**src/verilog/dsc_pkg.sv**
```systemverilog
// Purpose: Shared constants and types for the disconnector control block
// Assumes: 50 MHz system clock, APB register access, 1 ms time base
// Notes: All times are in milliseconds unless the name says cycles
package dsc_pkg;
    // Clock rate and the 1 ms tick derived from it
    localparam int CLK_HZ = 50_000_000;
    localparam int MS_PER_S = 1000;
    localparam int TICK_CYC = CLK_HZ / MS_PER_S;

    // Register byte offsets
    localparam logic [7:0] ADDR_CFG = 8'h00;
    localparam logic [7:0] ADDR_PULSE = 8'h04;
    localparam logic [7:0] ADDR_MAXOP = 8'h08;
    localparam logic [7:0] ADDR_MAXINT = 8'h0C;
    localparam logic [7:0] ADDR_SBO = 8'h10;
    localparam logic [7:0] ADDR_CMD = 8'h14;
    localparam logic [7:0] ADDR_STAT = 8'h18;
    localparam logic [7:0] ADDR_OPCNT = 8'h1C;

    // Timer settings: reset values and legal ranges
    localparam logic [15:0] PULSE_DEF_MS = 16'h03E8;
    localparam logic [15:0] PULSE_MIN_MS = 16'h0064;
    localparam logic [15:0] MAXOP_DEF_MS = 16'h2710;
    localparam logic [15:0] MAXOP_MIN_MS = 16'h000A;
    localparam logic [15:0] MAXINT_DEF_MS = 16'h2710;
    localparam logic [15:0] MAXINT_MIN_MS = 16'h0014;
    localparam logic [15:0] SBO_DEF_MS = 16'h1388;
    localparam logic [15:0] SBO_MIN_MS = 16'h03E8;
    localparam logic [15:0] SBO_MAX_MS = 16'h4E20;
    localparam logic [15:0] SETTING_MAX_MS = 16'hEA60;
    localparam logic [15:0] EARLY_END_MIN_MS = 16'h03E8;
    localparam logic [15:0] OPER_PULSE_MS = 16'h0096;

    // Control models
    typedef enum logic [1:0] {
        MODEL_DIRECT_NORMAL = 2'h0,
        MODEL_DIRECT_ENH = 2'h1,
        MODEL_SBO_ENH = 2'h2
    } dsc_model_t;

    // Switch type attribute
    typedef enum logic [2:0] {
        SW_NA = 3'h0,
        SW_LOAD_BREAK = 3'h1,
        SW_DISCONNECTOR = 3'h2,
        SW_EARTHING = 3'h3,
        SW_HS_EARTHING = 3'h4
    } dsc_swtype_t;

    // Position status codes
    localparam logic [1:0] POS_INTERMEDIATE = 2'h0;
    localparam logic [1:0] POS_OPEN = 2'h1;
    localparam logic [1:0] POS_CLOSED = 2'h2;
    localparam logic [1:0] POS_BAD = 2'h3;

    // Configuration word, bits [5:0] of the CFG register
    typedef struct packed {
        logic forcedCheck;
        dsc_swtype_t swType;
        dsc_model_t model;
    } dsc_cfg_t;

    localparam dsc_cfg_t CFG_RST = '{forcedCheck: 1'b1, swType: SW_DISCONNECTOR,
                                     model: MODEL_DIRECT_NORMAL};

    // Command word, bits [3:0] of the CMD register
    typedef struct packed {
        logic skipCheck;
        logic select;
        logic remote;
        logic close;
    } dsc_cmd_t;

    // Synchronised pin group
    typedef struct packed {
        logic localOk;
        logic remoteOk;
        logic openOk;
        logic closeOk;
        logic blocked;
        logic posClosed;
        logic posOpen;
    } dsc_pins_t;

    // Command sequencer states
    typedef enum logic [2:0] {
        ST_IDLE = 3'b001,
        ST_SELECTED = 3'b010,
        ST_PULSE = 3'b100
    } dsc_state_t;
endpackage

```
**src/verilog/dsc_switch_ctrl.sv**
```systemverilog
// Purpose: Disconnector command, supervision and position status logic
// Assumes: APB master on sys_clk; permit and position pins are asynchronous
// Notes: Local and remote commands both arrive through the CMD register

// Notes on behaviour
// - Commands checked before driving switchgear; status forwarded
// - Source permit and direction permit both needed
// - Local commands need local permit active
// - Remote commands need remote permit active
// - Open needs open permit
// - Close needs close permit
// - Process block refuses any operation
// - Three control models, direct normal default
// - Forced check ignores skip request, default on
// - Enhanced models flag missing position change
// - Pulse length setting 100..60000 ms
// - Early withdraw on success, not before 1000 ms
// - Intermediate or bad hidden until timer expires
// - SBO select expires without command
// - Switch type setting, default disconnector, readable
// - Position code: 0 mid, 1 open, 2 closed, 3 bad
// - 150 ms operation pulse on change to open or closed position
// - Operation counter, clearable by software
// - Status event on reported status change
module dsc_switch_ctrl
    import dsc_pkg::*;
#(
    parameter int TICK_CYCLES = TICK_CYC
) (
    input wire logic sys_clk,
    input wire logic srst,
    input wire logic [7:0] paddr,
    input wire logic psel,
    input wire logic penable,
    input wire logic pwrite,
    input wire logic [31:0] pwdata,
    output logic [31:0] prdata,
    output logic pready,
    output logic pslverr,
    input wire logic local_control_permit,
    input wire logic remote_control_permit,
    input wire logic open_permit,
    input wire logic close_permit,
    input wire logic process_block,
    input wire logic open_position_in,
    input wire logic closed_position_in,
    output logic open_pulse_out,
    output logic close_pulse_out,
    output logic [1:0] position_status_code,
    output logic operation_pulse,
    output logic status_event,
    output logic invalid_position_error
);
    // Saturating millisecond step, advanced only on the tick
    function automatic logic [15:0] msStep(input logic [15:0] c, input logic t);
        return (t && c != 16'hFFFF) ? c + 16'h0001 : c;
    endfunction

    // Clamp a written setting into its legal range
    function automatic logic [15:0] clampMs(input logic [15:0] v, input logic [15:0] lo,
                                             input logic [15:0] hi);
        return (v < lo) ? lo : ((v > hi) ? hi : v);
    endfunction

    // Pin synchroniser: first stage feeds only the second
    dsc_pins_t pinMeta_r, pins_r;
    always_ff @(posedge sys_clk) begin
        if (srst) begin
            pinMeta_r <= '0;
            pins_r <= '0;
        end else begin
            pinMeta_r <= '{local_control_permit, remote_control_permit, open_permit,
                           close_permit, process_block, closed_position_in, open_position_in};
            pins_r <= pinMeta_r;
        end
    end

    // 1 ms tick divider; all timers share it
    logic [15:0] tickCnt_r, tickCnt_nxt;
    logic msTick_r, msTick_nxt;
    always_comb begin
        msTick_nxt = (tickCnt_r == 16'(TICK_CYCLES - 1));
        tickCnt_nxt = msTick_nxt ? 16'h0000 : tickCnt_r + 16'h0001;
    end
    always_ff @(posedge sys_clk) begin
        if (srst) begin
            tickCnt_r <= 16'h0000;
            msTick_r <= 1'b0;
        end else begin
            tickCnt_r <= tickCnt_nxt;
            msTick_r <= msTick_nxt;
        end
    end

    // Register file and APB slave state
    dsc_cfg_t cfg_r, cfg_nxt;
    logic [15:0] pulseMs_r, pulseMs_nxt, maxOpMs_r, maxOpMs_nxt;
    logic [15:0] maxIntMs_r, maxIntMs_nxt, sboMs_r, sboMs_nxt;
    logic [31:0] prdata_nxt;
    logic pready_nxt, pslverr_nxt;
    logic apbWr; // Write takes effect in the access cycle
    logic [31:0] statWord; // Live status for readback
    logic [31:0] opCount_r; // Operation counter, driven below
    logic errInv_r, errRej_r;
    always_comb begin
        cfg_nxt = cfg_r;
        pulseMs_nxt = pulseMs_r;
        maxOpMs_nxt = maxOpMs_r;
        maxIntMs_nxt = maxIntMs_r;
        sboMs_nxt = sboMs_r;
        apbWr = psel && penable && pready && pwrite;
        // Answer always one cycle after setup: zero wait states
        pready_nxt = psel && !penable;
        pslverr_nxt = pready_nxt && (paddr[7:5] != 3'h0 || paddr[1:0] != 2'h0);
        prdata_nxt = 32'h0000_0000;
        if (pready_nxt && !pwrite) begin
            unique case (paddr)
                ADDR_CFG: prdata_nxt = {26'h0, cfg_r};
                ADDR_PULSE: prdata_nxt = {16'h0000, pulseMs_r};
                ADDR_MAXOP: prdata_nxt = {16'h0000, maxOpMs_r};
                ADDR_MAXINT: prdata_nxt = {16'h0000, maxIntMs_r};
                ADDR_SBO: prdata_nxt = {16'h0000, sboMs_r};
                ADDR_STAT: prdata_nxt = statWord;
                ADDR_OPCNT: prdata_nxt = opCount_r;
                default: prdata_nxt = 32'h0000_0000; // CMD and unmapped read zero
            endcase
        end
        if (apbWr && !pslverr) begin
            unique case (paddr)
                ADDR_CFG: begin
                    cfg_nxt = dsc_cfg_t'(pwdata[5:0]);
                    // Code 3 is not a model; fall back to the safe default
                    if (pwdata[1:0] == 2'h3) begin
                        cfg_nxt.model = MODEL_DIRECT_NORMAL;
                    end
                    if (pwdata[4:2] > 3'h4) begin
                        cfg_nxt.swType = cfg_r.swType;
                    end
                end
                ADDR_PULSE: pulseMs_nxt = clampMs(pwdata[15:0], PULSE_MIN_MS,
                                                  SETTING_MAX_MS);
                ADDR_MAXOP: maxOpMs_nxt = clampMs(pwdata[15:0], MAXOP_MIN_MS,
                                                  SETTING_MAX_MS);
                ADDR_MAXINT: maxIntMs_nxt = clampMs(pwdata[15:0], MAXINT_MIN_MS,
                                                    SETTING_MAX_MS);
                ADDR_SBO: sboMs_nxt = clampMs(pwdata[15:0], SBO_MIN_MS, SBO_MAX_MS);
                default: begin
                end
            endcase
        end
    end
    always_ff @(posedge sys_clk) begin
        if (srst) begin
            cfg_r <= CFG_RST;
            pulseMs_r <= PULSE_DEF_MS;
            maxOpMs_r <= MAXOP_DEF_MS;
            maxIntMs_r <= MAXINT_DEF_MS;
            sboMs_r <= SBO_DEF_MS;
            prdata <= 32'h0000_0000;
            pready <= 1'b0;
            pslverr <= 1'b0;
        end else begin
            cfg_r <= cfg_nxt;
            pulseMs_r <= pulseMs_nxt;
            maxOpMs_r <= maxOpMs_nxt;
            maxIntMs_r <= maxIntMs_nxt;
            sboMs_r <= sboMs_nxt;
            prdata <= prdata_nxt;
            pready <= pready_nxt;
            pslverr <= pslverr_nxt;
        end
    end

    // Position filtering, events, operation pulse and counter
    logic [1:0] posRaw; // Contact pair as a status code
    logic [15:0] intMs_r, intMs_nxt, operMs_r, operMs_nxt;
    logic [1:0] posCode_nxt;
    logic statusEvt_nxt, operActive_nxt, posChanged;
    logic [31:0] opCount_nxt;
    always_comb begin
        posRaw = {pins_r.posClosed, pins_r.posOpen};
        posCode_nxt = position_status_code;
        intMs_nxt = 16'h0000;
        if (posRaw == POS_OPEN || posRaw == POS_CLOSED) begin
            posCode_nxt = posRaw; // Clean positions show at once
        end else begin
            // Travel or contact fault stays hidden until the timer runs out
            intMs_nxt = msStep(intMs_r, msTick_r);
            if (intMs_r >= maxIntMs_r) begin
                posCode_nxt = posRaw;
            end
        end
        posChanged = (posCode_nxt != position_status_code);
        statusEvt_nxt = posChanged;
        operActive_nxt = operation_pulse;
        operMs_nxt = msStep(operMs_r, msTick_r);
        opCount_nxt = opCount_r;
        if (apbWr && paddr == ADDR_OPCNT) begin
            opCount_nxt = 32'h0000_0000;
        end
        if (operation_pulse && operMs_r >= OPER_PULSE_MS) begin
            operActive_nxt = 1'b0;
        end
        if (posChanged && (posCode_nxt == POS_OPEN || posCode_nxt == POS_CLOSED)) begin
            operActive_nxt = 1'b1;
            operMs_nxt = 16'h0000;
            // Count only a rising pulse; a restart while active is the same one
            if (!operation_pulse) begin
                opCount_nxt = opCount_nxt + 32'h0000_0001;
            end
        end
    end
    always_ff @(posedge sys_clk) begin
        if (srst) begin
            intMs_r <= 16'h0000;
            operMs_r <= 16'h0000;
            position_status_code <= POS_INTERMEDIATE;
            status_event <= 1'b0;
            operation_pulse <= 1'b0;
            opCount_r <= 32'h0000_0000;
        end else begin
            intMs_r <= intMs_nxt;
            operMs_r <= operMs_nxt;
            position_status_code <= posCode_nxt;
            status_event <= statusEvt_nxt;
            operation_pulse <= operActive_nxt;
            opCount_r <= opCount_nxt;
        end
    end

    // Command sequencer with permit checks and supervision
    dsc_state_t state_r, state_nxt;
    dsc_cmd_t cmd;
    logic dirClose_r, dirClose_nxt, supActive_r, supActive_nxt;
    logic [15:0] cmdMs_r, cmdMs_nxt, supMs_r, supMs_nxt;
    logic cmdWr, srcOk, dirOk, checksOk, isSbo, isEnh, success, reject;
    logic errInv_nxt, errRej_nxt, openOut_nxt, closeOut_nxt;
    always_comb begin
        cmd = dsc_cmd_t'(pwdata[3:0]);
        cmdWr = apbWr && paddr == ADDR_CMD;
        srcOk = cmd.remote ? pins_r.remoteOk : pins_r.localOk;
        // Skip request honoured only when forced checking is off
        dirOk = (cmd.skipCheck && !cfg_r.forcedCheck) ||
                (cmd.close ? pins_r.closeOk : pins_r.openOk);
        checksOk = srcOk && dirOk && !pins_r.blocked;
        isSbo = (cfg_r.model == MODEL_SBO_ENH);
        isEnh = isSbo || (cfg_r.model == MODEL_DIRECT_ENH);
        success = (posRaw == (dirClose_r ? POS_CLOSED : POS_OPEN));
        state_nxt = state_r;
        dirClose_nxt = dirClose_r;
        cmdMs_nxt = msStep(cmdMs_r, msTick_r);
        supActive_nxt = supActive_r;
        supMs_nxt = msStep(supMs_r, msTick_r);
        reject = 1'b0;
        // Software clears sticky errors with ones; a new error set below wins
        errInv_nxt = errInv_r && !(apbWr && paddr == ADDR_STAT && pwdata[7]);
        errRej_nxt = errRej_r && !(apbWr && paddr == ADDR_STAT && pwdata[8]);
        unique case (state_r)
            ST_IDLE: begin
                if (cmdWr) begin
                    // A pending supervision still counts as executing
                    if (!checksOk || supActive_r || cmd.select != isSbo) begin
                        reject = 1'b1;
                    end else begin
                        state_nxt = isSbo ? ST_SELECTED : ST_PULSE;
                        dirClose_nxt = cmd.close;
                        cmdMs_nxt = 16'h0000;
                    end
                end
            end
            ST_SELECTED: begin
                if (cmdMs_r >= sboMs_r) begin
                    state_nxt = ST_IDLE;
                end else if (cmdWr) begin
                    // Operate must match the selected direction; else cancel
                    if (checksOk && !cmd.select && cmd.close == dirClose_r) begin
                        state_nxt = ST_PULSE;
                        cmdMs_nxt = 16'h0000;
                    end else begin
                        reject = 1'b1;
                        state_nxt = ST_IDLE;
                    end
                end
            end
            ST_PULSE: begin
                reject = cmdWr;
                if (pins_r.blocked || cmdMs_r >= pulseMs_r ||
                    (success && cmdMs_r >= EARLY_END_MIN_MS)) begin
                    state_nxt = ST_IDLE;
                end
            end
            default: state_nxt = ST_IDLE;
        endcase
        if (state_r != ST_PULSE && state_nxt == ST_PULSE && isEnh) begin
            supActive_nxt = 1'b1;
            supMs_nxt = 16'h0000;
        end else if (supActive_r && success) begin
            supActive_nxt = 1'b0;
        end else if (supActive_r && supMs_r >= maxOpMs_r) begin
            supActive_nxt = 1'b0;
            errInv_nxt = 1'b1;
        end
        if (reject) begin
            errRej_nxt = 1'b1;
        end
        // Both pulses come from one state and one direction bit
        openOut_nxt = (state_nxt == ST_PULSE) && !dirClose_nxt;
        closeOut_nxt = (state_nxt == ST_PULSE) && dirClose_nxt;
    end
    always_ff @(posedge sys_clk) begin
        if (srst) begin
            state_r <= ST_IDLE;
            dirClose_r <= 1'b0;
            cmdMs_r <= 16'h0000;
            supActive_r <= 1'b0;
            supMs_r <= 16'h0000;
            errInv_r <= 1'b0;
            errRej_r <= 1'b0;
            open_pulse_out <= 1'b0;
            close_pulse_out <= 1'b0;
            invalid_position_error <= 1'b0;
        end else begin
            state_r <= state_nxt;
            dirClose_r <= dirClose_nxt;
            cmdMs_r <= cmdMs_nxt;
            supActive_r <= supActive_nxt;
            supMs_r <= supMs_nxt;
            errInv_r <= errInv_nxt;
            errRej_r <= errRej_nxt;
            open_pulse_out <= openOut_nxt;
            close_pulse_out <= closeOut_nxt;
            invalid_position_error <= errInv_nxt;
        end
    end

    // Status word: filtered and raw position, sequencer and error flags
    assign statWord = {22'h0, operation_pulse, errRej_r, errInv_r, supActive_r,
                       state_r == ST_SELECTED, state_r != ST_IDLE, posRaw,
                       position_status_code};
endmodule

```
**config.mk**
```make
export PLATFORM = sky130hd
export DESIGN_NAME = dsc_switch_ctrl
export DESIGN_NICKNAME = d
export VERILOG_FILES = /design/src/verilog/dsc_pkg.sv /design/src/verilog/dsc_switch_ctrl.sv
export SDC_FILE = /design/constraint.sdc
export NUM_CORES = 1
export LEC_CHECK = 0
export ABC_AREA = 1
export BUFFER_PORTS_ARGS = -buffer_cell sky130_fd_sc_hd__clkbuf_2
export CELL_PAD_IN_SITES_DETAIL_PLACEMENT = 2
export CELL_PAD_IN_SITES_GLOBAL_PLACEMENT = 2
export CORE_MARGIN = 5
export CORE_UTILIZATION = 37
export CTS_CLUSTER_SIZE = 30
export DETAILED_ROUTE_END_ITERATION = 7
export GPL_TIMING_DRIVEN = 0
export PLACE_DENSITY = 0.82
export SYNTH_ARGS = -nofsm -noshare
export SYNTH_HDL_FRONTEND = slang
export SYNTH_SLANG_ARGS = --single-unit
export TNS_END_PERCENT = 30
```
**constraint.sdc**
```tcl
create_clock -name sys_clk -period 5.2 [get_ports sys_clk]
set_input_delay 1.04 -clock sys_clk [delete_from_list [all_inputs] [get_ports sys_clk]]
set_output_delay 1.04 -clock sys_clk [all_outputs]
set_load 0.005 [all_outputs]
```
---- Yosys cells after proc, flatten, opt, wreduce, memory -nomap -nowiden ----
Cells that the tools add are included.
W data, S select, Z words.
word-level totals
  input bits .............................. 52
  logic and storage cells ................. 207
  register bits ........................... 244
  output and inout port bits .............. 41
operators by class
  reduce and logical (&&, ||, !) cells .... 67
  equality and inequality tests ........... 29
  magnitude comparators ................... 13
  $add $sub $neg .......................... 6
  bitwise logic cells ..................... 2
  mux-type cells .......................... 49
operators with widths
  operator                 number
  $pmux W32 S7             1
  $mux W16                 12
  $mux W32                 3
  $add A16 B1 Y16 const B  5
  $ge A16 B16 Y1           4
  $ne A16 B16 Y1 const B   4
  $add A32 B1 Y32 const B  1
  $eq A8 B5 Y1 const B     4
  $logic_and A1 B1 Y1      32
  $pmux W16 S2             1
  $mux W3                  7
  $mux W1                  19
  $eq A16 B16 Y1 const B   1
  $eq A8 B4 Y1 const B     2
  $ge A16 B10 Y1 const B   1
  $ge A16 B8 Y1 const B    1
  $gt A16 B15 Y1 const B   1
  $gt A16 B16 Y1 const B   1
  $lt A16 B10 Y1 const B   1
  $lt A16 B4 Y1 const B    1
  $lt A16 B5 Y1 const B    1
  $lt A16 B7 Y1 const B    1
  $logic_not A1 Y1         10
  $reduce_and A2 Y1        5
  23 further kinds         47

---- Longest topological paths before layout ----
Gate-level depths: netlist of run 1.
  word-level depth ........................ 15
  mapped depth ............................ 20
  depth with buffers taken out ............ 19

---- Least setup slack after synthesis of run 1 ----
No wires, ideal clock.
  path type ............................... input port to flip-flop
  start point ............................. input port paddr[0]
  end point ............................... register opCount_r[10]
  data arrival time ....................... 3.013 ns
  buffers on the path ..................... 2
  setup time .............................. 0.070 ns
  required time ........................... 5.130 ns
  path slack .............................. 2.116 ns
  stages .................................. 19
  path through ............................ inv_1 -> nand2_2 -> nor2_4 -> nand3_4 -> buf_6 -> buf_2 -> nand2_1 -> inv_1 -> ha_1 -> nand2_1 -> nor2_2 -> nand2_4 -> nor2_1 -> nand2_1 -> nand2_1 -> nand2_1 -> o21ai_0 -> nand3_1 -> a21oi_1
between the ends
  word-level cells in the longest chain between the ends .. 6
RTL lines
  what                    RTL line                RTL
  start: declaration      dsc_switch_ctrl.sv:32   input wire logic [7:0] paddr,
  $eq A8 B5 Y1 *          dsc_switch_ctrl.sv:198  if (apbWr && paddr == ADDR_OPCNT) begin
  $logic_and A1 B1 Y1 *   dsc_switch_ctrl.sv:198
  $mux W32 *              dsc_switch_ctrl.sv:198
  $add A32 B1 Y32         dsc_switch_ctrl.sv:209  opCount_nxt = opCount_nxt + 32'h0000_0001;
  $mux W32                dsc_switch_ctrl.sv:208  if (!operation_pulse) begin
  $mux W32 *              dsc_switch_ctrl.sv:204  if (posChanged && (posCode_nxt == POS_OPEN || posCode_nxt == POS_CLOSED)) begin
  end signal: assignment  dsc_switch_ctrl.sv:227  opCount_r <= opCount_nxt;
  end: declaration        dsc_switch_ctrl.sv:103  logic [31:0] opCount_r;
Every way passes the cells marked *; elsewhere a longest branch is shown, timed or not.
A chain may end at the register's enable or synchronous reset.

---- Worst setup path in the final report of run 1 ----
  start point ............................. register maxIntMs_r[13]
  end point ............................... register opCount_r[21]
between the ends
  word-level cells in the longest chain between the ends .. 7
  elaborated cells on any way between the ends .. 9
  those cells by class .................... 1 x order compare; 3 x eq/ne; 3 x mux; 2 x reduce/logical
RTL lines
  what                                          RTL line                RTL
  start: declaration                            dsc_switch_ctrl.sv:98   logic [15:0] maxIntMs_r, maxIntMs_nxt, sboMs_r, sboMs_nxt;
  start signal: assignment                      dsc_switch_ctrl.sv:166  maxIntMs_r <= maxIntMs_nxt;
  $ge A16 B16 Y1 *                              dsc_switch_ctrl.sv:189  if (intMs_r >= maxIntMs_r) begin
  $mux W2 *                                     dsc_switch_ctrl.sv:189
  $mux W2 *                                     dsc_switch_ctrl.sv:184  if (posRaw == POS_OPEN || posRaw == POS_CLOSED) begin
  $eq A2 B1 Y1 or $eq A2 B2 Y1 (tied branches)  dsc_switch_ctrl.sv:204
  $logic_or A1 B1 Y1                            dsc_switch_ctrl.sv:204
  $logic_and A1 B1 Y1 *                         dsc_switch_ctrl.sv:204
  $mux W32 *                                    dsc_switch_ctrl.sv:204
Marks and branches as above.

==> results.cfg, run 1 <==
[min_path]
min_path_type = register to register

[cts]
htreeDepth = 1
cts_buffers = 30
cts_setup_buffers = 0
cts_max_path_buffers = 3
clockRootBuffer = clkbuf_16
cts.reportedPaths.clkPinSlew_ns = 0.06
cts_sinks = 244
insertion_delay_ns = 0.59
tritoncts = done
ctsHoldBuffers = 0
cts-resized-gates = 0

[yosys]
synth_edf_count = 0
ys_types = 57
yosys.area_share.xor_xnor_pct = 2.36
synth_seq_cells = 244
async_flop_share_pct = 0
synth_nets = 2177
yosys.area_share.simple_pct = 31.8
synthCells = 2052
synth_top_family_by_area = simple AND/OR/NAND/NOR gates
syn_avg_cell_area_sq_um = 6.69
muxShareOfSynthArea_pct = 0
syn_area_sq_um = 13700
synth_compound_area_share_pct = 13.5
synthFlopType = dfxtp_1
ys.warnings.count = 0
synthAdderAreaFrac_pct = 6.65
ys_seq_area_share_pct = 35.6

[critical_path]
slowest_stage = a21oi_1
required_ns = 5.70
critPathMostFrequentCell = nand2_1
startpoint_type = register
worstSetupPathType = register to register
crit_chain = inv_1, ha_1, a21oi_1, o21ai_0, a21oi_1, nand4_1, nand2_1, nand2_1, nand2_1, nand2_1, nand2_2, buf_2, nand2_1, a21oi_1
setup.worst_path.end_class = register
critical-path-max-stage-delay_ns = 0.41
worstPathArrival_ns = 3.88
cp_max_fo = 10

[sta]
whs_ns = 0.406
setup_viol = 0
worstMarginPinSlew_ns = 1.05
period_share_pct = 65.1
fin_skew_ns = 0.0169
slew_violations = 0
rsz0062_at_grt = no
max_freq_mhz = 295
fin_crit_ns = 3.39
relSlewSlack_pct = 29.9
finalSetupTns_ns = 0
hold_violations = 0

[power]
ir_worst_vdd_v = 0.000250
powerDensity_nw_per_um2 = 280
leakagePower_nw = 6.78
power_mw = 4.41

[route]
wl_per_cell_um = 22.6
dr.pass1.iters = 5
wl_um = 59800
drc = 0
vias_per_cell = 5.54
drtAntennaViolNets = 0
vias = 14700
drt-initial-drc-count = 930

[global_routing]
grt_pass1_vias = 16000
grt_overflow_total = 0
track_usage_pct = 28.4
grt_pass1_wl_um = 92100
antenna_found_initial = 0
grt_max_degree = 16

[finish]
area_delta_synth_final_pct = 14.6
n_antenna_cell = 0
final_core_utilization_pct = 43.0
layout.nets = 2282
fin_cells = 2647
drive_gt1_share_pct = 8.77

[floorplan]
ios = 93
die_area_sq_um = 41100
rows = 70
die_h_um = 203
coreArea_sq_um = 36600
initial_core_util_pct = 37.5
die_w_um = 203

[placement]
hpwl_um = 46200
placedCellCount = 2593
place.gp.congestion = 0.952
portBuffers = 73

[run_status]
status = finished, final reports clean

[job]
cap_violations = 0
==> report_power, final <==
group	total [mW]	internal, mW	switching (mW)
clock	2.27	1.37	0.897
combinational	0.248	0.0499	0.198
sequential	1.89	1.88	0.00909
==> metal layers <==
metal  vias up  track usage (%)  wire [um]
li1       6893                -          -
met4         0             6.67       1430
met5         -                0          0
met3        97             5.14       3670
met1      7305             37.0      26600
met2       376             49.0      28100
==> through the flow <==
step | cell area (sq um) | worst slack (ns)
detailed placement | 14700 | 1.30
floorplan | 13700 | 2.12
CTS | 15700 | 1.86
global route | 15700 | 1.55
finish | 15700 | 1.81
global placement | 14700 | 1.39
==> logic make-up (layout without fill, tap and decap cells) <==
group | count (synthesis) | after routing
xor+xnor | 37 | 37
fa+ha+maj | 73 | 73
buf+inv | 353 | 480
compound gates | 317 | 317
simple gates | 1028 | 1028
flops | 244 | 244
==> synthesized netlist by cell type, types with 6 or more instances <==
library cell	number	area share, %
nand3_1	148	5.4
buf_2	17	0.62
nor3b_1	9	0.49
xor2_1	32	2.0
nor4_1	7	0.32
nand4_1	26	1.2
nand2_1	510	14
a21oi_1	150	5.5
o21ai_0	63	2.3
a311oi_1	6	0.38
or2_2	6	0.27
inv_2	8	0.22
nand2_2	7	0.32
ha_1	73	6.7
o221ai_1	6	0.38
nor2_2	9	0.41
o211ai_1	10	0.55
dfxtp_1	244	36
inv_1	284	7.8
o22ai_1	34	1.5
o21ai_1	6	0.22
a31oi_1	6	0.27
clkbuf_1	34	0.93
nor3_1	49	1.8
nor2_1	241	6.6
==> registers in the layout, indices dropped and copies added, names as in the netlist, 2 cells and up <==
register              flops
position_status_code      2
sboMs_r                  16
pins_r                    7
pulseMs_r                16
operMs_r                 16
prdata                   32
pinMeta_r                 7
tickCnt_r                16
cmdMs_r                  16
supMs_r                  16
maxOpMs_r                16
state_r                   3
opCount_r                32
maxIntMs_r               16
intMs_r                  16
cfg_r                     6
==> cells in the final DEF (no fill, tap or decap), drive strengths merged, types with 2 or more instances in the layout <==
master	netlist	final
o21ai	69	69
a31oi	6	6
o31ai	6	6
a211oi	3	3
o41ai	2	2
a21oi	151	151
o2111ai	2	2
or2	8	8
o211ai	10	10
nor3	49	49
a311oi	6	6
nor4	7	7
dfxtp	244	244
xor2	32	32
a32o	2	2
buf	25	25
xnor2	5	5
inv	292	292
o21a	4	4
nand3	151	151
clkinvlp	0	2
nand3b	3	3
a2111oi	3	3
nor2	255	255
o22ai	34	34
nor3b	9	9
o221ai	6	6
clkinv	2	10
clkbuf	34	146
a221oi	6	6
nand2	518	518
nand4	26	26
bufinv	0	5
ha	73	73
==> final timing paths <==
check	depth (start not counted)	to	startpoint	slack, ns
max	14	opCount_r[21]$_SDFF_PP0_	maxIntMs_r[13]$_SDFFE_PP1P_	1.81
max reg2reg	14	opCount_r[21]$_SDFF_PP0_	maxIntMs_r[13]$_SDFFE_PP1P_	1.81
min	2	pins_r[5]$_SDFF_PP0_	pinMeta_r[5]$_SDFF_PP0_	0.41
min reg2reg	2	pins_r[5]$_SDFF_PP0_	pinMeta_r[5]$_SDFF_PP0_	0.41
==> cell type report <==
type,count,area [sq um]
repair buffers,73,365
flip-flops and latches,244,4880
well taps,468,586
inverters,294,1100
multi-input cells,1455,7460
fillers,4444,20900
clock inverters,15,216
plain buffers,59,280
clock buffers,39,835
==> worst max-delay path, delay by kind of cell, from the launching register on <==
kind | cells | cell delay, ns
and+or+nand+nor | 7 | 1.26
AOI/OAI and AO/OA | 4 | 0.91
buffers and inverters | 2 | 0.45
DFF | 1 | 0.35
adders and majority gates | 1 | 0.33
No activity file was read; power rests on OpenSTA's default activity.
==> inputs of run 2 (changes only) <==
--- a/config.mk
+++ b/config.mk
@@ -10,11 +10,11 @@
 export CELL_PAD_IN_SITES_DETAIL_PLACEMENT = 2
 export CELL_PAD_IN_SITES_GLOBAL_PLACEMENT = 2
 export CORE_MARGIN = 5
-export CORE_UTILIZATION = 37
+export CORE_UTILIZATION = 34
 export CTS_CLUSTER_SIZE = 30
 export DETAILED_ROUTE_END_ITERATION = 7
 export GPL_TIMING_DRIVEN = 0
-export PLACE_DENSITY = 0.82
+export PLACE_DENSITY = 0.76
 export SYNTH_ARGS = -nofsm -noshare
 export SYNTH_HDL_FRONTEND = slang
 export SYNTH_SLANG_ARGS = --single-unit
==> constraint.sdc (replaced) <==
create_clock -name sys_clk -period 3.3 [get_ports sys_clk]
set_input_delay 0.66 -clock sys_clk [delete_from_list [all_inputs] [get_ports sys_clk]]
set_output_delay 0.66 -clock sys_clk [all_outputs]
set_load 0.005 [all_outputs]
==> results.cfg, run 2 (synthesized netlist as in run 1, its figures left out) <==
[run_status]
status = finished, final reports clean

[route]
wl_per_cell_um = 21.5
dr.pass1.iters = 5
met2_length_um = 26300
wl_um = 58100
drt-initial-drc-count = 806
topRoutingLayerUsed = met4
vias = 14500
drtAntennaViolNets = 0
wirelength_met1_um = 27500
routed-wl-met3_um = 2650
drc = 0
vias_per_cell = 5.37

[placement]
hpwl_um = 45500
pre_cts_ws_ns = -0.430
portBuffers = 73
placedCellCount = 2650
place.gp.congestion = 0.925

[finish]
final_core_utilization_pct = 39.7
fin_cells = 2708
final_cell_mix = 509 x nand2_1, 284 x inv_1, 244 x dfxtp_1
nFillCells = 4806
final_common_cell = nand2_1
n_antenna_cell = 0
area_delta_synth_final_pct = 15.1
drive_gt1_share_pct = 8.89
layout.nets = 2283
top_regs = opCount_r (32), prdata (32)

[sta]
hold_violations = 0
setup_ws_ns = 0.220
rsz0062_at_grt = no
max_freq_mhz = 325
setup_viol = 0
worstMarginPinSlew_ns = 1.10
slew_violations = 0
fin_crit_ns = 3.08
period_share_pct = 93.3
fin_skew_ns = 0.0164
relSlewSlack_pct = 24.7
finalSetupTns_ns = 0

[critical_path]
required_ns = 3.77
slowest_stage = ha_1
critical-path-max-stage-delay_ns = 0.36
startpoint_type = register
crit_chain = inv_1, ha_1, nand2_1, nand2_1, nand2_1, nand2_1, nand2_1, nand2_1, nand2_1, nand3_1, nor2_1, nand2_1, nand2_1, nand2_1, nand2_2, nand2_2, nand2_2, buf_2, nor2_1
cp_max_fo = 10
critPathMostFrequentCell = nand2_1
setup.worst_path.end_class = register
worstPathArrival_ns = 3.55
worstSetupPathType = register to register

[floorplan]
ios = 93
initial_core_util_pct = 34.5
coreArea_sq_um = 39800
die_w_um = 211
die_area_sq_um = 44500
die_h_um = 211
rows = 73

[global_routing]
grt_overflow_total = 0
antenna_found_initial = 1
track_usage_pct = 25.5
grt_max_degree = 16
grt_pass1_vias = 15500
grt_pass1_wl_um = 89400

[power]
leakagePower_nw = 6.77
powerDensity_nw_per_um2 = 435
ir_worst_vdd_v = 0.000332
power_mw = 6.87

[min_path]
min_path_type = input pin to register

[cts]
cts_max_path_buffers = 3
htreeDepth = 1
cts_sinks = 244
ctsHoldBuffers = 0
cts_setup_buffers = 0
insertion_delay_ns = 0.60
cts-resized-gates = 1
cts.reportedPaths.clkPinSlew_ns = 0.06
tritoncts = done
cts_buffers = 31
clockRootBuffer = clkbuf_16

[job]
cap_violations = 0
[run 2: area by class of cell]
cell class / count / area [sq um] / share of cell area [%]
plain buffers: 59 / 280 / 1.77
clock buffers: 43 / 861 / 5.45
clock inverters: 15 / 171 / 1.09
inverters: 294 / 1100 / 6.99
multi-input cells: 1455 / 7470 / 47.3
flip-flops and latches: 244 / 4880 / 30.9
well taps: 525 / 657 / 4.16
repair buffers: 73 / 365 / 2.31
[run 2: layer usage]
metal	GRT usage, %	up-vias
met5	0	-
met4	6.82	0
met3	3.25	83
met2	42.2	321
met1	35.1	7243
li1	-	6894
[run 2: final timing paths]
kind / startpoint / to / slack (ns) / cells past startpoint
worst max-delay path: maxIntMs_r[1]$_SDFFE_PP0P_ / operMs_r[15]$_SDFFE_PP0P_ / 0.22 / 19
worst min-delay path: process_block / pinMeta_r[2]$_SDFF_PP0_ / 0.26 / 3
worst max register to register: maxIntMs_r[1]$_SDFFE_PP0P_ / operMs_r[15]$_SDFFE_PP0P_ / 0.22 / 19
worst min register to register: pinMeta_r[4]$_SDFF_PP0_ / pins_r[4]$_SDFF_PP0_ / 0.40 / 2
[run 2: through the flow]
stage	hold WS [ns]	instance area [sq um]
floorplan	0.388	13700
global placement	0.399	14700
detailed placement	0.402	14700
CTS	0.248	15800
global route	0.270	15800
finish	0.260	15800
[run 2: critical path, delay by kind of cell (launching register included)]
family	cells	cell delay, ns
AND/OR/NAND/NOR	16	1.80
flip-flops	1	0.34
buffers and inverters	2	0.44
adder cells (fa/ha/maj)	1	0.36
[run 2: report_power, final]
group | switching (mW) | total (mW) | internal, mW | leakage [nW]
Combinational | 0.308 | 0.386 | 0.0789 | 4.30
Sequential | 0.0138 | 2.98 | 2.96 | 1.97
Clock | 1.44 | 3.50 | 2.06 | 0.502
